### src/hdl/csp_map.vh
// constants for the codec serial port front end
// included by csp_top.v; definitions only
`ifndef CSP_MAP_VH
`define CSP_MAP_VH
// clock and frame timing: clock rate in Hz, divider and start points in CLK cycles
`define CSP_CLK_HZ        10000000
`define CSP_SAMPLE_DIV    512
`define CSP_CNT_W         9
`define CSP_PRI_START     9'h000
`define CSP_SEC_START     9'h100
`define CSP_FRAME_EDGES   5'h10
`define CSP_WORD_W        16
// secondary word fields
`define CSP_SEC_RD_BIT    13
`define CSP_SEC_ADDR_HI   9
`define CSP_SEC_ADDR_LO   8
`define CSP_SEC_DATA_HI   7
`define CSP_SEC_DATA_LO   0
`define CSP_ADDR_NOP      2'h0
`define CSP_ADDR_CTRL1    2'h1
`define CSP_ADDR_CTRL2    2'h2
// control 1 fields
`define CSP_C1_SWRST      7
`define CSP_C1_SWPD       6
`define CSP_C1_AUX        5
`define CSP_C1_LOOP       4
`define CSP_C1_M15        3
`define CSP_C1_MON_HI     2
`define CSP_C1_MON_LO     1
`define CSP_C1_RESET      8'h00
// control 2 fields
`define CSP_C2_OVF        7
`define CSP_C2_PHONE      2
`define CSP_C2_FLAG1      1
`define CSP_C2_FLAG0      0
`define CSP_C2_RESET      8'h00
`define CSP_C2_WMASK      8'h07
// bus map, byte addresses
`define CSP_AV_STATUS     4'h0
`define CSP_AV_CMD        4'h4
`define CSP_AV_LASTSEC    4'h8
`define CSP_CMD_SECREQ    0
// adc word buffer
`define CSP_BUF_DEPTH     2
`endif

### src/hdl/csp_top.v
// codec serial port: shift clock, frame sync, serial shifters,
// control registers 1 and 2, adc word buffer and an avalon-mm slave.
// assumes SDATA_IN, FC_PIN and POWER_DOWN_PIN_N come from outside the
// CLK domain; ADC_*, DAC_READY-free stream and OVF_EVENT come from logic
// on CLK. the board resolves SDATA_OUT/SDATA_OUT_OE into a three-state pin.
//
// The implementer's own choices: the Avalon-MM interface to the registers and the register offsets.
`include "csp_map.vh"
`timescale 1ns/10ps
`default_nettype none

module csp_top (
	input  wire        CLK,
	input  wire        RST,
	input  wire        CE,
	input  wire [3:0]  AVS_ADDRESS,
	input  wire        AVS_READ,
	input  wire        AVS_WRITE,
	input  wire [31:0] AVS_WRITEDATA,
	output reg  [31:0] AVS_READDATA,
	output reg         AVS_WAITREQUEST,
	input  wire        POWER_DOWN_PIN_N,
	input  wire        FC_PIN,
	input  wire        SDATA_IN,
	output reg         SCLK_OUT,
	output reg         FRAME_SYNC_OUT,
	output reg         SDATA_OUT,
	output reg         SDATA_OUT_OE,
	input  wire [15:0] ADC_DATA,
	input  wire        ADC_VALID,
	output reg         ADC_READY,
	output reg  [15:0] DAC_DATA,
	output reg         DAC_VALID,
	input  wire        OVF_EVENT,
	output reg         FLAG0_OUT,
	output reg         FLAG1_OUT,
	output reg         PHONE_MODE,
	output reg         SW_PWRDN,
	output reg         AUX_SEL,
	output reg         LOOPBACK_EN,
	output reg         MODE_15BIT,
	output reg  [1:0]  MONITOR_SEL
);

////////////////////////////////////////////////////////////////////////
// pin synchronisers

reg        pd_s1_reg;
reg        pd_s2_reg;
reg        fc_s1_reg;
reg        fc_s2_reg;
reg        din_s1_reg;
reg        din_s2_reg;

always @(posedge CLK) begin
	if (RST) begin
		pd_s1_reg  <= 1'b1;
		pd_s2_reg  <= 1'b1;
		fc_s1_reg  <= 1'b0;
		fc_s2_reg  <= 1'b0;
		din_s1_reg <= 1'b0;
		din_s2_reg <= 1'b0;
	end else if (CE) begin
		pd_s1_reg  <= POWER_DOWN_PIN_N;
		pd_s2_reg  <= pd_s1_reg;
		fc_s1_reg  <= FC_PIN;
		fc_s2_reg  <= fc_s1_reg;
		din_s1_reg <= SDATA_IN;
		din_s2_reg <= din_s1_reg;
	end
end

////////////////////////////////////////////////////////////////////////
// resets

reg        swrst_reg;
wire       reg_rst;
wire       cnt_rst;

assign reg_rst = RST | swrst_reg;
assign cnt_rst = reg_rst | ~pd_s2_reg;

////////////////////////////////////////////////////////////////////////
// state shared between processes

reg [`CSP_CNT_W-1:0] cnt_reg;
reg [4:0]            bitk_reg;
reg                  in_frame_reg;
reg                  is_sec_reg;
reg                  done_reg;
reg                  cap_d1_reg;
reg                  cap_d2_reg;
reg                  sec_pend_reg;
reg [15:0]           tx_sh_reg;
reg [15:0]           rx_sh_reg;
reg [15:0]           pri_word_reg;
reg [15:0]           rd_word_reg;
reg [7:0]            ctrl1_reg;
reg [7:0]            ctrl2_reg;
reg [15:0]           last_sec_reg;

reg [15:0]           buf_mem_reg [0:`CSP_BUF_DEPTH-1];
reg                  buf_wp_reg;
reg                  buf_rp_reg;
reg [1:0]            buf_cnt_reg;

wire start_pri;
wire start_sec;
wire rise_slot;
wire buf_push;
wire buf_pop;
wire av_wr_cmd;
wire [15:0] pri_out;

assign rise_slot = (cnt_reg[0] == 1'b0);
// one primary start per sample period
assign start_pri = (cnt_reg == `CSP_PRI_START);
assign start_sec = (cnt_reg == `CSP_SEC_START) & sec_pend_reg;
assign buf_push = ADC_VALID & ADC_READY;
assign buf_pop = start_pri & (buf_cnt_reg != 2'h0);
assign av_wr_cmd = AVS_WRITE & ~AVS_WAITREQUEST & (AVS_ADDRESS == `CSP_AV_CMD);

// 15-bit mode forces the lsb low; an empty buffer sends zero
assign pri_out = (buf_cnt_reg == 2'h0) ? 16'h0000 :
	{buf_mem_reg[buf_rp_reg][15:1], buf_mem_reg[buf_rp_reg][0] & ~ctrl1_reg[`CSP_C1_M15]};

////////////////////////////////////////////////////////////////////////
// adc buffer: stalls the source when both entries wait for a frame

reg [1:0] buf_cnt_next;

always @* begin
	buf_cnt_next = buf_cnt_reg;
	if (buf_push & ~buf_pop)
		buf_cnt_next = buf_cnt_reg + 2'h1;
	else if (buf_pop & ~buf_push)
		buf_cnt_next = buf_cnt_reg - 2'h1;
end

always @(posedge CLK) begin
	if (reg_rst) begin
		buf_wp_reg     <= 1'b0;
		buf_rp_reg     <= 1'b0;
		buf_cnt_reg    <= 2'h0;
		ADC_READY      <= 1'b0;
		buf_mem_reg[0] <= 16'h0000;
		buf_mem_reg[1] <= 16'h0000;
	end else if (CE) begin
		if (buf_push) begin
			buf_mem_reg[buf_wp_reg] <= ADC_DATA;
			buf_wp_reg <= ~buf_wp_reg;
		end
		if (buf_pop)
			buf_rp_reg <= ~buf_rp_reg;
		buf_cnt_reg <= buf_cnt_next;
		ADC_READY   <= (buf_cnt_next != 2'h2);
	end
end

////////////////////////////////////////////////////////////////////////
// shift clock, frame sync and shifters

always @(posedge CLK) begin
	if (cnt_rst) begin
		cnt_reg        <= {`CSP_CNT_W{1'b0}};
		bitk_reg       <= 5'h00;
		in_frame_reg   <= 1'b0;
		is_sec_reg     <= 1'b0;
		done_reg       <= 1'b0;
		cap_d1_reg     <= 1'b0;
		cap_d2_reg     <= 1'b0;
		tx_sh_reg      <= 16'h0000;
		rx_sh_reg      <= 16'h0000;
		pri_word_reg   <= 16'h0000;
		SCLK_OUT       <= 1'b0;
		FRAME_SYNC_OUT <= 1'b1;
		SDATA_OUT      <= 1'b0;
		SDATA_OUT_OE   <= 1'b0;
	end else if (CE) begin
		// shift clock is CLK divided by two
		cnt_reg  <= cnt_reg + {{(`CSP_CNT_W-1){1'b0}}, 1'b1};
		SCLK_OUT <= rise_slot;
		// the input synchroniser delays din by two cycles, so capture trails the frame
		cap_d1_reg <= in_frame_reg;
		cap_d2_reg <= cap_d1_reg;
		done_reg   <= cap_d2_reg & ~cap_d1_reg;
		// sixteen input bits, one per shift period
		if (~rise_slot & cap_d2_reg)
			rx_sh_reg <= {rx_sh_reg[14:0], din_s2_reg};
		if (rise_slot) begin
			if (start_pri | start_sec) begin
				FRAME_SYNC_OUT <= 1'b0;
				in_frame_reg   <= 1'b1;
				is_sec_reg     <= start_sec;
				bitk_reg       <= 5'h01;
				// adc word leaves in a primary
				tx_sh_reg      <= start_sec ? rd_word_reg : pri_out;
				SDATA_OUT      <= start_sec ? rd_word_reg[15] : pri_out[15];
				SDATA_OUT_OE   <= 1'b1;
				if (start_pri)
					pri_word_reg <= pri_out;
			end else if (in_frame_reg) begin
				tx_sh_reg <= {tx_sh_reg[14:0], 1'b0};
				bitk_reg  <= bitk_reg + 5'h01;
				if (bitk_reg == `CSP_FRAME_EDGES) begin
					// sync rises on the seventeenth edge
					FRAME_SYNC_OUT <= 1'b1;
					SDATA_OUT_OE   <= 1'b0;
					SDATA_OUT      <= 1'b0;
					in_frame_reg   <= 1'b0;
				end else begin
					SDATA_OUT <= tx_sh_reg[14];
				end
			end
		end
	end
end

// pending request is counter state: a power-down drops it
always @(posedge CLK) begin
	if (cnt_rst) begin
		sec_pend_reg <= 1'b0;
	end else if (CE) begin
		if (av_wr_cmd & AVS_WRITEDATA[`CSP_CMD_SECREQ])
			sec_pend_reg <= 1'b1;
		else if (done_reg & ~is_sec_reg & fc_s2_reg)
			sec_pend_reg <= 1'b1;
		else if (start_sec & rise_slot)
			sec_pend_reg <= 1'b0;
	end
end

////////////////////////////////////////////////////////////////////////
// control registers and frame commits

wire [1:0] sec_addr;
wire       sec_rd;
wire [7:0] sec_data;
wire       sec_commit;
wire       rd_c2;

assign sec_addr   = rx_sh_reg[`CSP_SEC_ADDR_HI:`CSP_SEC_ADDR_LO];
assign sec_rd     = rx_sh_reg[`CSP_SEC_RD_BIT];
assign sec_data   = rx_sh_reg[`CSP_SEC_DATA_HI:`CSP_SEC_DATA_LO];
assign sec_commit = done_reg & is_sec_reg;
assign rd_c2      = sec_commit & sec_rd & (sec_addr == `CSP_ADDR_CTRL2);

always @(posedge CLK) begin
	if (reg_rst) begin
		ctrl1_reg    <= `CSP_C1_RESET;
		ctrl2_reg    <= `CSP_C2_RESET;
		rd_word_reg  <= 16'h0000;
		last_sec_reg <= 16'h0000;
		swrst_reg    <= 1'b0;
		DAC_DATA     <= 16'h0000;
		DAC_VALID    <= 1'b0;
	end else if (CE) begin
		DAC_VALID <= 1'b0;
		// a new overflow beats the read clear
		ctrl2_reg[`CSP_C2_OVF] <= OVF_EVENT | (ctrl2_reg[`CSP_C2_OVF] & ~rd_c2);
		if (done_reg & ~is_sec_reg) begin
			// dac word lands at frame end
			DAC_DATA  <= ctrl1_reg[`CSP_C1_LOOP] ? pri_word_reg : rx_sh_reg;
			DAC_VALID <= 1'b1;
		end
		if (start_sec & rise_slot)
			rd_word_reg <= 16'h0000;
		if (sec_commit) begin
			last_sec_reg <= rx_sh_reg;
			if (sec_rd) begin
				case (sec_addr)
				`CSP_ADDR_CTRL1: rd_word_reg <= {8'h00, ctrl1_reg};
				`CSP_ADDR_CTRL2: rd_word_reg <= {8'h00, ctrl2_reg};
				default:         rd_word_reg <= 16'h0000;
				endcase
			end else begin
				// address 0 and 3 change nothing
				case (sec_addr)
				`CSP_ADDR_CTRL1: begin
					ctrl1_reg <= sec_data;
					swrst_reg <= sec_data[`CSP_C1_SWRST];
				end
				`CSP_ADDR_CTRL2: begin
					ctrl2_reg[`CSP_C2_PHONE] <= sec_data[`CSP_C2_PHONE];
					ctrl2_reg[`CSP_C2_FLAG1] <= sec_data[`CSP_C2_FLAG1];
					ctrl2_reg[`CSP_C2_FLAG0] <= sec_data[`CSP_C2_FLAG0];
				end
				default: begin
				end
				endcase
			end
		end
	end
end

// control outputs; flags only reach the pins in phone mode
always @(posedge CLK) begin
	if (reg_rst) begin
		FLAG0_OUT   <= 1'b0;
		FLAG1_OUT   <= 1'b0;
		PHONE_MODE  <= 1'b0;
		SW_PWRDN    <= 1'b0;
		AUX_SEL     <= 1'b0;
		LOOPBACK_EN <= 1'b0;
		MODE_15BIT  <= 1'b0;
		MONITOR_SEL <= 2'h0;
	end else if (CE) begin
		PHONE_MODE  <= ctrl2_reg[`CSP_C2_PHONE];
		FLAG0_OUT   <= ctrl2_reg[`CSP_C2_PHONE] & ctrl2_reg[`CSP_C2_FLAG0];
		FLAG1_OUT   <= ctrl2_reg[`CSP_C2_PHONE] & ctrl2_reg[`CSP_C2_FLAG1];
		SW_PWRDN    <= ctrl1_reg[`CSP_C1_SWPD];
		AUX_SEL     <= ctrl1_reg[`CSP_C1_AUX];
		LOOPBACK_EN <= ctrl1_reg[`CSP_C1_LOOP];
		MODE_15BIT  <= ctrl1_reg[`CSP_C1_M15];
		MONITOR_SEL <= ctrl1_reg[`CSP_C1_MON_HI:`CSP_C1_MON_LO];
	end
end

////////////////////////////////////////////////////////////////////////
// avalon-mm slave: one wait cycle, then a single-cycle answer

reg [31:0] rdata_next;

always @* begin
	rdata_next = 32'h00000000;
	case (AVS_ADDRESS)
	`CSP_AV_STATUS:
		rdata_next = {8'h00, ctrl2_reg, ctrl1_reg, 4'h0,
			in_frame_reg, sec_pend_reg, ~pd_s2_reg, is_sec_reg};
	`CSP_AV_LASTSEC:
		rdata_next = {16'h0000, last_sec_reg};
	default:
		rdata_next = 32'h00000000;
	endcase
end

// RST only: a software reset must not cut a bus cycle short
always @(posedge CLK) begin
	if (RST) begin
		AVS_WAITREQUEST <= 1'b1;
		AVS_READDATA    <= 32'h00000000;
	end else if (CE) begin
		if ((AVS_READ | AVS_WRITE) & AVS_WAITREQUEST) begin
			AVS_WAITREQUEST <= 1'b0;
			AVS_READDATA    <= AVS_READ ? rdata_next : 32'h00000000;
		end else begin
			AVS_WAITREQUEST <= 1'b1;
			AVS_READDATA    <= 32'h00000000;
		end
	end
end

endmodule

`default_nettype wire

### config.mk
export PLATFORM = sky130hd
export DESIGN_NAME = csp_top
export DESIGN_NICKNAME = d
export VERILOG_FILES = /design/src/hdl/csp_top.v
export VERILOG_INCLUDE_DIRS = /design/src /design/src/hdl
export SDC_FILE = /design/constraint.sdc
export NUM_CORES = 1
export LEC_CHECK = 0
export BUFFER_PORTS_ARGS = -buffer_cell sky130_fd_sc_hd__buf_2
export CAP_MARGIN = 40
export CORE_MARGIN = 5
export CORE_UTILIZATION = 45
export CTS_CLUSTER_SIZE = 28
export DETAILED_ROUTE_END_ITERATION = 12
export GPL_ROUTABILITY_DRIVEN = 0
export GPL_TIMING_DRIVEN = 0
export HOLD_SLACK_MARGIN = 0.1
export PLACE_DENSITY_LB_ADDON = 0.08
export SYNTH_ARGS = -nofsm -noshare
export SYNTH_HDL_FRONTEND = slang
export SYNTH_SLANG_ARGS = --single-unit
export TNS_END_PERCENT = 50
### constraint.sdc
create_clock -name CLK -period 3.5 [get_ports CLK]
set_input_delay 0.875 -clock CLK [delete_from_list [all_inputs] [get_ports CLK]]
set_output_delay 0.875 -clock CLK [all_outputs]
set_load 0.02 [all_outputs]
==> results of run 1 <==
-- layer usage --
layer | GRT usage | vias up | routed length (µm)
met4 | 0.05965 | 0 | 685
li1 | - | 3420 | -
met1 | 0.2968 | 3319 | 10660
met5 | 0 | - | 0
met3 | 0.02992 | 47 | 1191
met2 | 0.3496 | 200 | 10940
-- area by class of cell --
cell class	instances	area [µm²]	share of cell area
Timing Repair Buffer	84	439.2	0.04396
Sequential cell	205	4424	0.4428
Buffer	76	382.9	0.03832
Clock buffer	34	666.9	0.06675
Clock inverter	6	102.6	0.01027
Multi-Input combinational cell	622	3630	0.3633
Tap cell	234	292.8	0.02930
Inverter	14	52.55	0.005260
-- per-stage QoR --
stage | setup WS (ps) | total power [mW] | area [µm²] | hold WS, ps
floorplan | 692.9 | 3.078 | 8486 | 431.2
global placement | -212.5 | 3.284 | 9184 | 442.7
detailed placement | 186.4 | 3.290 | 9221 | 446.1
CTS | 712.6 | 5.735 | 9991 | 454.0
global route | 520.8 | 5.915 | 9991 | 472.7
finish | 669.0 | 5.696 | 9991 | 453.8
-- worst min-delay path by stage --
| stage | startpoint | end | slack [ps] | cells after the start |
|---|---|---|---|---|
| floorplan | din_s2_reg$_SDFFE_PP0P_ | rx_sh_reg[0]$_SDFFE_PP0P_ | 430 | 2 |
| global placement | last_sec_reg[10]$_SDFFE_PP0P_ | last_sec_reg[10]$_SDFFE_PP0P_ | 440 | 2 |
| detailed placement | last_sec_reg[8]$_SDFFE_PP0P_ | last_sec_reg[8]$_SDFFE_PP0P_ | 450 | 2 |
| CTS | last_sec_reg[8]$_SDFFE_PP0P_ | last_sec_reg[8]$_SDFFE_PP0P_ | 450 | 2 |
| global route | last_sec_reg[10]$_SDFFE_PP0P_ | last_sec_reg[10]$_SDFFE_PP0P_ | 470 | 2 |
| finish | last_sec_reg[15]$_SDFFE_PP0P_ | last_sec_reg[15]$_SDFFE_PP0P_ | 450 | 2 |
-- kinds of logic after synthesis --
kind of cell | after synthesis | share of synthesized area
and+or+nand+nor | 342 | 0.1919
DFF | 205 | 0.5239
AOI/OAI and AO/OA | 198 | 0.1491
buffers and inverters | 90 | 0.05156
muxes | 50 | 0.05927
xor gates and xnor gates | 13 | 0.01348
adders and majority gates | 7 | 0.01037
other | 1 | 0.0004441
-- cell usage in the layout, fill, tap and decap left out, types with 5 or more instances in the layout --
| master | n |
|---|---|
| conb_1 | 12 |
| a211oi_1 | 17 |
| xnor2_1 | 7 |
| inv_1 | 13 |
| nor2_1 | 112 |
| buf_4 | 15 |
| a21oi_1 | 72 |
| nor3_1 | 21 |
| clkbuf_8 | 7 |
| edfxtp_1 | 32 |
| buf_1 | 7 |
| mux2i_1 | 50 |
| dfxtp_1 | 173 |
| a22oi_1 | 13 |
| o31ai_1 | 10 |
| o21ai_0 | 36 |
| o22ai_1 | 5 |
| xor2_1 | 6 |
| buf_2 | 88 |
| clkbuf_16 | 23 |
| nand3_1 | 35 |
| ha_1 | 7 |
| clkbuf_1 | 48 |
| a221oi_1 | 9 |
| nand4_1 | 5 |
| a32oi_1 | 6 |
| and3_1 | 11 |
| a222oi_1 | 12 |
| nand2_1 | 101 |
| and2_1 | 34 |
-- power breakdown --
part           switching, mW  internal, mW  total (mW)
registers             0.0461          2.48        2.53
logic                  0.461         0.252       0.713
clock network          0.923          1.53        2.45
-- worst reg2reg max path: stages (launching register included) --
cell	delay [ps]
dfxtp_1	420
inv_1	170
ha_1	180
or4b_4	510
nor2_1	390
nand2_2	250
a221oi_1	360
nor2_1	80
==> summary.md, run 1 <==
| Metric | Value |
|---|---|
| Cell Chain, Critical Path | clkbuf_1 > or2_2 > clkbuf_1 > buf_1 > buf_1 > nor2_1 |
| Pwr dens | 570.1 nW/µm² |
| Clock Latency Late Sink | 500 ps |
| Asr flop ratio synth | 0 |
| Vias in the first global route | 6554 |
| Syn avg cell area | 9.320 µm² |
| Synth top cells by count | dfxtp_1 (173), nor2_1 (112), nand2_1 (101), a21oi_1 (72), mux2i_1 (50) |
| Via count | 6986 |
| Layout cells sized above 1 | 0.1527 |
| Post-synth top area share | 0.4101 |
| Fmax | 353.2 MHz |
| Dpl hpwl | 17230 µm |
| Worst Path Buf+Inv | 4 |
| Max VDD drop | 372.2 µV |
| # IOs | 126 |
| Crit end category | register |
| Post-route DRC violation count | 0 |
| First-pass GRT wire length | 37080 µm |
| FF+latch count, synth | 205 |
| Fin cells | 1275 |
| Levels on crit path | 6 |
| Main synth FF type | dfxtp_1 |
| CTS Buf Count | 23 |
| CTS tree | done |
| Post-CTS Repair Setup Buffers | 0 |
| CP Class | in -> reg |
| Sequential fraction of the synthesis area | 0.5239 |
| Synth unique cells | 60 |
| Filler cells | 1764 |
| CTS sink cnt | 205 |
| Reg2Reg Launch Point | cnt_reg[0]$_SDFFE_PP0P_ |
| Fin crit period | 2831 ps |
| Final period util | 0.8089 |
| Slew Limit Fails | 0 |
| Initial drt markers | 557 |
| CTS H-tree depth | 1 |
| Largest register FFs | 32 |
| Crit. Startpoint | RST |
| Status | finished, final reports clean |
| Setup violators final | 0 |
| Syn-to-layout area delta | 18.31% |
| Worst hold path type | reg -> reg |
| Initial core utilization | 0.4545 |
| Worst path top cell family by delay | buffers and inverters |
| Startpoint types | primary input |
| Setup Skew | 16.38 ps |
| Final Core Density | 0.5377 |
| Antenna viol nets, final | 0 |
| Routed vias/inst | 5.479 |
| Largest net degree at the start of global routing | 17 |
| CTS Buffer Depth | 3 |
| Hold Vio Cnt, Final | 0 |
| Clk pin slew, worst setup/hold paths | 60 ps |
| # diodes | 0 |
| # resized after CTS | 0 |
| Total GRT Usage | 0.2134 |
| Critical Path RT | 3860 ps |
| Worst r2r path cells | 7 |
| Routed WL | 23480 µm |
| Initial antenna violation count | 0 |
| EDFF count, synth | 32 |
| Clock tree root driver cell | clkbuf_16 |
| Slew @ Worst Pin | 855.1 ps |
| Critical Path Sink | buf_rp_reg$_SDFFE_PP0P_ |
| P_leak | 3.740 nW |
| Worst Path Arrival | 3190 ps |
| Largest area contributor in the netlist | dfxtp_1 |
| Pre-Repair DR Iteration Count | 6 |
| Final TNS setup | 0 ps |
| Post-CTS Hold Fix Bufs | 0 |
| PortBufs | 81 |
| Die W | 147.0 µm |
| FF-to-FF End | tx_sh_reg[13]$_SDFFE_PP0P_ |
| Total gr overflow | 0 |
| Core ar. | 18580 µm² |
| Slew margin rel. | 0.4299 |
| Dpl cells | 1235 |
| MaxCap Viol Count | 0 |
| FP Rows | 50 |
| Cells taking the most area after synthesis | dfxtp_1 (41%), edfxtp_1 (11%), mux2i_1 (5.9%), nor2_1 (5.0%), nand2_1 (4.5%) |
| Final nets | 1095 |
| RSZ-0062 raised after global routing | false |
| DIE AREA | 21600 µm² |
| Mapped Area | 8444 µm² |
| Most common cell in the netlist | dfxtp_1 |
| Flop2flop setup slack | 1010 ps |
| Drt wl/cell | 18.41 µm |
| Yosys Warn Count | 0 |
| Die H | 147.0 µm |
| Critical path peak fanout | 10 |
| Critical path's largest stage delay | 630 ps |
| Worst path slowest cell | buf_1 |
| Synthesized instance count | 906 |
Note: power is estimated with default switching activity, not from simulation.
==> inputs of run 2 (changes only) <==
--- a/config.mk
+++ b/config.mk
@@ -6,6 +6,7 @@
 export SDC_FILE = /design/constraint.sdc
 export NUM_CORES = 1
 export LEC_CHECK = 0
+export ABC_AREA = 1
 export BUFFER_PORTS_ARGS = -buffer_cell sky130_fd_sc_hd__buf_2
 export CAP_MARGIN = 40
 export CORE_MARGIN = 5
==> constraint.sdc (replaced) <==
create_clock -name CLK -period 2.6 [get_ports CLK]
set_input_delay 0.65 -clock CLK [delete_from_list [all_inputs] [get_ports CLK]]
set_output_delay 0.65 -clock CLK [all_outputs]
set_load 0.02 [all_outputs]
==> run 2 against run 1 <==
Compared with the run above: critical endpoint is now buf_mem_reg[0][1]$_SDFFCE_PN0P_; highest routed layer unchanged; sequential share of layout area up 0.48 points; synthesized area down 0.39%; routed wire length up 3.0%; non-clock buffer count down 11; sequential power up 34%; clock skew down 3.4 ps; register-to-register slack worse by 760 ps; cell area down 1.1%; clock power up 29%; first-iteration DRC count down 25%; total power up 27%.
==> summary.md, run 2 <==
| Metric | Value |
|---|---|
| Clock tree root driver cell | clkbuf_16 |
| Cells taking the most area after synthesis | dfxtp_1 (41%), edfxtp_1 (11%), nand2_1 (8.3%), a21oi_1 (6.7%), o21ai_0 (6.5%) |
| Main synth FF type | dfxtp_1 |
| Largest family of logic cells by synthesized area | simple AND/OR/NAND/NOR gates |
| Sequential fraction of the synthesis area | 0.5260 (+0.002026) |
| Routed WL | 24170 µm (+3.0%) |
| Largest net degree at the start of global routing | 17 (unchanged) |
| Initial drt markers | 420 (-25%) |
| Post-route DRC violation count | 0 (unchanged) |
| Synthesized instance count | 1051 (+16%) |
| Adder-cell share of the synthesized area | 0.01041 (+0.00004011) |
| Die W | 146.7 µm (-0.18%) |
| CTS H-tree depth | 1 (unchanged) |
| Setup Skew | 12.96 ps (-3.420 ps) |
| # diodes | 0 (unchanged) |
| Total gr overflow | 0 (unchanged) |
| Vias in the first global route | 7150 (+9.1%) |
| Critical path peak fanout | 16 (+6) |
| Synth top cells by count | nand2_1 (186), dfxtp_1 (173), a21oi_1 (112), o21ai_0 (110), nor2_1 (108) |
| Fin cells | 1418 (+11%) |
| Final Core Density | 0.5320 (-0.005723) |
| Dpl hpwl | 17470 µm (+1.4%) |
| CTS Buf Count | 23 (unchanged) |
| Fmax | 421.6 MHz |
| DIE AREA | 21530 µm² (-0.36%) |
| Mapped Area | 8412 µm² (-0.39%) |
| Final nets | 1236 (+13%) |
| # IOs | 126 (unchanged) |
| Synth Area in Simple Gates | 0.2044 (+0.01249) |
| Worst hold path type | in -> reg |
| Drt wl/cell | 17.05 µm (-7.4%) |
| Synth Area in Compound Gates | 0.1725 (+0.02348) |
| Crit end category | register |
| Worst r2r path cells | 5 (-2) |
| Core ar. | 18580 µm² (unchanged) |
| FF+latch area | 4424 µm² (unchanged) |
| CTS Buffer Depth | 3 (unchanged) |
| Max VDD drop | 426.1 µV (+14%) |
| Crit path setup slack, layout | 228.3 ps (-440.7 ps) |
| Die H | 146.7 µm (-0.18%) |
| Dpl cells | 1376 (+11%) |
| DP Worst Slack | -495.9 ps (-682.3 ps) |
| P_leak | 4.029 nW (+7.7%) |
| FF+latch count, synth | 205 (unchanged) |
| EDFF count, synth | 32 (unchanged) |
| First-pass GRT wire length | 39160 µm (+5.6%) |
| Fin crit period | 2372 ps |
| CP Class | in -> reg |
| Most common cell in the netlist | nand2_1 |
| Startpoint types | primary input |
| RSZ-0062 raised after global routing | false |
| Worst Path Arrival | 2530 ps (-660 ps) |
| Critical Path RT | 2760 ps (-1100 ps) |
| Clock Latency Late Sink | 510 ps (about the same) |
| Syn avg cell area | 8.004 µm² (-14%) |
| Filler cells | 1869 (+6.0%) |
| Final period util | 0.9122 |
| Yosys Warn Count | 0 (unchanged) |
| Asr flop ratio synth | 0 (unchanged) |
| Area of the multi-input gates | 3334 µm² (-8.1%) |
| Layout cells sized above 1 | 0.1512 (-0.001555) |
| Commonest non-fill, non-tap cell in the layout | nand2_1 |
| Largest area contributor in the netlist | dfxtp_1 |
| PortBufs | 80 (-1.2%) |
| Slew @ Worst Pin | 645.7 ps (-209.3 ps) |
| Initial core utilization | 0.4527 (-0.001751) |
| Post-synthesis mux area share | 0 (-0.05927) |
| Syn-to-layout area delta | 17.51% |
| Via count | 7389 (+5.8%) |
| CTS tree | done |
| Overall Power | 7.236 mW (+27%) |
| Most frequent cells in the layout | nand2_1 (184), dfxtp_1 (173), a21oi_1 (112) |
| Largest register FFs | 32 (unchanged) |
| Post-synth top area share | 0.4117 (+0.001586) |
| Worst hold margin | 345.5 ps (-108.4 ps) |
| MaxCap Viol Count | 0 (unchanged) |
| Synth unique cells | 36 (-40%) |
| Total GRT Usage | 0.2232 (+0.009820) |
| Antenna viol nets, final | 0 (unchanged) |
| Slew margin rel. | 0.5695 (+0.1396) |
| CTS sink cnt | 205 (unchanged) |
| Initial antenna violation count | 0 (unchanged) |
| Setup violators final | 0 (unchanged) |
| Clk pin slew, worst setup/hold paths | 60 ps (about the same) |
| Hold Vio Cnt, Final | 0 (unchanged) |
| Status | finished, final reports clean |
| FP Rows | 50 (unchanged) |
| Hold path cells | 3 (+1) |
| Pre-Repair DR Iteration Count | 5 (-1) |
| Slew Limit Fails | 0 (unchanged) |
| Post-Synth XOR/XNOR Area | 0.003124 (-0.01036) |
| Pwr dens | 732.0 nW/µm² (+28%) |
| Routed vias/inst | 5.211 (-4.9%) |
run 2: power by group:
group	switching [mW]	internal, mW	total, mW
Combinational	0.474	0.215	0.689
Sequential	0.0594	3.32	3.38
Clock	1.31	1.85	3.16
run 2: kinds of logic after synthesis:
group | count (synthesis)
adder cells (fa/ha/maj) | 7
other | 1
buffers and inverters | 160
XOR/XNOR | 3
flip-flops | 205
AO/OA/AOI/OAI | 272
AND/OR/NAND/NOR | 403
run 2: worst max-delay path, cell delays in order:
cell	delay (ps)
buf_2	230
inv_2	160
nor2_1	330
nand3b_1	390
clkbuf_1	360
nand2_2	410
run 2: layer usage:
layer | share of wire | vias to the layer above | track usage | wire length, µm
met4 | 0.018 | 0 | 0.05174 | 424
met2 | 0.44 | 202 | 0.3448 | 10630
met5 | 0 | - | 0 | 0
met3 | 0.068 | 30 | 0.03547 | 1650
li1 | - | 3718 | - | -
met1 | 0.47 | 3439 | 0.3298 | 11470
run 2: per-stage QoR:
step                      area, µm²  setup TNS [ps]
after global placement         9146          -15400
after floorplan                8453               0
final                          9884               0
after global routing           9884               0
after CTS                      9879               0
after detailed placement       9146          -14800
run 2: what timing repair did:
action / CTS / global route
buffers inserted: 0 / 0
endpoints found under the setup margin: 0 / 32
hold endpoints to repair: 0 / 0
resized for setup: 0 / 2
hold buffers: 0 / 0
run 2: final timing paths:
check,startpoint,endpoint,slack [ps]
max,CE,buf_mem_reg[0][1]$_SDFFCE_PN0P_,230
min,POWER_DOWN_PIN_N,pd_s1_reg$_SDFFE_PP1P_,350
max reg2reg,ADC_READY$_SDFFE_PP0P_,buf_mem_reg[0][1]$_SDFFCE_PN0P_,250
min reg2reg,rd_word_reg[14]$_SDFFE_PP0P_,rd_word_reg[14]$_SDFFE_PP0P_,450
run 2: cell type report:
cell class | instances | share of cell area
plain buffers | 69 | 0.03595
clock buffers | 32 | 0.06582
clock inverters | 10 | 0.008354
inverters | 91 | 0.03481
multi-input cells | 697 | 0.3373
flip-flops and latches | 205 | 0.4476
well taps | 234 | 0.02962
repair buffers | 80 | 0.04051
==> inputs of run 3 (changes only) <==
--- a/config.mk
+++ b/config.mk
@@ -10,7 +10,7 @@
 export BUFFER_PORTS_ARGS = -buffer_cell sky130_fd_sc_hd__buf_2
 export CAP_MARGIN = 40
 export CORE_MARGIN = 5
-export CORE_UTILIZATION = 45
+export CORE_UTILIZATION = 40
 export CTS_CLUSTER_SIZE = 28
 export DETAILED_ROUTE_END_ITERATION = 12
 export GPL_ROUTABILITY_DRIVEN = 0
==> run 3 against run 2 <==
Compared with the run above: global-route usage shrank 1.7 points; register-to-register slack gained 40 ps; non-clock buffer count is the same; largest cell class unchanged; total power is essentially flat; largest power group unchanged; critical path depth is the same; routed wire length grew 3.6%; clock skew grew 3.0 ps; worst hold slack gained 47 ps.
==> summary.md, run 3 (synthesis gave the netlist of run 2 again) <==
| Metric | Value |
|---|---|
| Total GRT Usage | 0.2057 (-0.01749) |
| Critical path's largest stage delay | 390 ps (-20 ps) |
| Cell Chain, Critical Path | buf_2 > inv_2 > nor2_1 > nand3b_1 > clkbuf_1 > nand2_2 |
| CTS sink cnt | 205 (unchanged) |
| Setup Skew | 15.98 ps (+3.013 ps) |
| Wire length on met3 | 1649 µm (about the same) |
| CTS H-tree depth | 1 (unchanged) |
| Largest net degree at the start of global routing | 17 (unchanged) |
| Slew margin rel. | 0.5468 (-0.02271) |
| P_leak | 4.022 nW (-0.18%) |
| DP Area | 9198 µm² (+0.56%) |
| Post-CTS Repair Setup Buffers | 0 (unchanged) |
| CTS tree | done |
| FF-to-FF End | buf_mem_reg[0][5]$_SDFFCE_PN0P_ |
| Routed vias/inst | 5.087 (-2.4%) |
| Drt wl/cell | 17.16 µm (+0.66%) |
| Flop2flop setup slack | 290 ps (+40 ps) |
| Vias in the first global route | 6968 (-2.5%) |
| Largest register FFs | 32 (unchanged) |
| Dpl hpwl | 18240 µm (+4.4%) |
| Initial drt markers | 493 (+17%) |
| Slew Limit Fails | 0 (unchanged) |
| Syn-to-layout area delta | 18.12% |
| Pwr dens | 728.9 nW/µm² (-0.42%) |
| Initial core utilization | 0.4027 (-0.05003) |
| Crit. Startpoint | CE |
| Final TNS setup | 0 ps (unchanged) |
| Clock tree root driver cell | clkbuf_16 |
| Total gr overflow | 0 (unchanged) |
| Final period util | 0.9397 (+0.02750) |
| Initial antenna violation count | 0 (unchanged) |
| Fmax | 409.3 MHz (-2.9%) |
| Setup violators final | 0 (unchanged) |
| Post-route cell area | 9936 µm² (+0.52%) |
| Top sig layer | met4 |
| Antenna viol nets, final | 0 (unchanged) |
| # resized after CTS | 2 (+2) |
| DIE AREA | 24030 µm² (+12%) |
| # IOs | 126 (unchanged) |
| Critical Path Sink | buf_mem_reg[0][5]$_SDFFCE_PN0P_ |
| CTS Buffer Depth | 3 (unchanged) |
| Core ar. | 20890 µm² (+12%) |
| Reg2Reg Launch Point | ADC_READY$_SDFFE_PP0P_ |
| FP Rows | 53 (+6.0%) |
| PortBufs | 80 (unchanged) |
| Clk pin slew, worst setup/hold paths | 60 ps (about the same) |
| Post-CTS Hold Fix Bufs | 0 (unchanged) |
| Hold Vio Cnt, Final | 0 (unchanged) |
| Area of the multi-input gates | 3334 µm² (unchanged) |
| Layout cells sized above 1 | 0.1478 (-0.003378) |
| Fin crit period | 2443 ps (+71.49 ps) |
| CTS Buf Count | 23 (unchanged) |
| Die W | 155.0 µm (+5.7%) |
| Startpoint types | primary input |
| Die H | 155.0 µm (+5.7%) |
| Worst Path Arrival | 2600 ps (+70 ps) |
| Worst r2r path cells | 5 (unchanged) |
| FF+latch area | 4424 µm² (unchanged) |
| MaxCap Viol Count | 0 (unchanged) |
| Worst hold margin | 392.8 ps (+47.37 ps) |
| Final nets | 1236 (unchanged) |
| WL met1 | 11920 µm (+4.0%) |
| Worst hold path type | in -> reg |
| # diodes | 0 (unchanged) |
| Pre-Repair DR Iteration Count | 5 (unchanged) |
| Most frequent cells in the layout | nand2_1 (184), dfxtp_1 (173), a21oi_1 (112) |
| Overall Power | 7.242 mW (about the same) |
| Commonest non-fill, non-tap cell in the layout | nand2_1 |
| RSZ-0062 raised after global routing | false |
| Critical path peak fanout | 16 (unchanged) |
| Max VDD drop | 490.4 µV (+15%) |
| Filler cells | 2152 (+15%) |
| Crit end category | register |
| Slew @ Worst Pin | 677.3 ps (+31.57 ps) |
| Worst path slowest cell | nand3b_1 |
| Status | finished, final reports clean |
| Via count | 7422 (+0.45%) |
| CP Class | in -> reg |
| Clock Latency Late Sink | 510 ps (about the same) |
| Post-route DRC violation count | 0 (unchanged) |
| Critical Path RT | 2760 ps (about the same) |
| Metal2 WL | 11100 µm (+4.4%) |
| First-pass GRT wire length | 39390 µm (+0.56%) |
| Routed WL | 25030 µm (+3.6%) |
-- run 3: through the flow --
step	setup WS, ps	std cells	utilization
3_5_place_dp	-605.5	1417	0.4403
6_report	156.8	1459	0.4757
5_1_grt	50.77	1459	0.4757
4_1_cts	152.3	1459	0.4757
2_1_floorplan	303.5	1062	-
3_3_place_gp	-625.4	1417	0.4403
-- run 3: how the worst min path moves through the flow --
| stage | start | end | slack (ps) | cells past startpoint |
|---|---|---|---|---|
| after floorplan | last_sec_reg[0]$_SDFFE_PP0P_ | last_sec_reg[0]$_SDFFE_PP0P_ | 420 | 2 |
| after global placement | rd_word_reg[9]$_SDFFE_PP0P_ | rd_word_reg[9]$_SDFFE_PP0P_ | 430 | 2 |
| after detailed placement | rd_word_reg[9]$_SDFFE_PP0P_ | rd_word_reg[9]$_SDFFE_PP0P_ | 440 | 2 |
| after CTS | POWER_DOWN_PIN_N | pd_s1_reg$_SDFFE_PP1P_ | 390 | 3 |
| after global routing | POWER_DOWN_PIN_N | pd_s1_reg$_SDFFE_PP1P_ | 390 | 3 |
| final | POWER_DOWN_PIN_N | pd_s1_reg$_SDFFE_PP1P_ | 390 | 3 |
-- run 3: final cells by class --
| class | count | area share |
|---|---|---|
| Buffer | 69 | 0.03576 |
| Clock buffer | 34 | 0.06712 |
| Timing Repair Buffer | 80 | 0.04030 |
| Sequential cell | 205 | 0.4453 |
| Inverter | 91 | 0.03463 |
| Tap cell | 275 | 0.03463 |
| Multi-Input combinational cell | 697 | 0.3356 |
| Clock inverter | 8 | 0.006674 |
-- run 3: where the power goes --
| part | internal, mW | switching (mW) |
|---|---|---|
| logic | 0.216 | 0.480 |
| clock network | 1.87 | 1.29 |
| registers | 3.32 | 0.0593 |
-- run 3: layer usage --
layer  track usage  vias up
li1              -     3718
met1        0.3024     3453
met2        0.3235      221
met3       0.02837       30
met4       0.04458        0
met5             0        -
-- run 3: critical path, delay by kind of cell --
kind | cells | cell delay (ps)
simple gates | 3 | 1150
buf+inv | 3 | 780
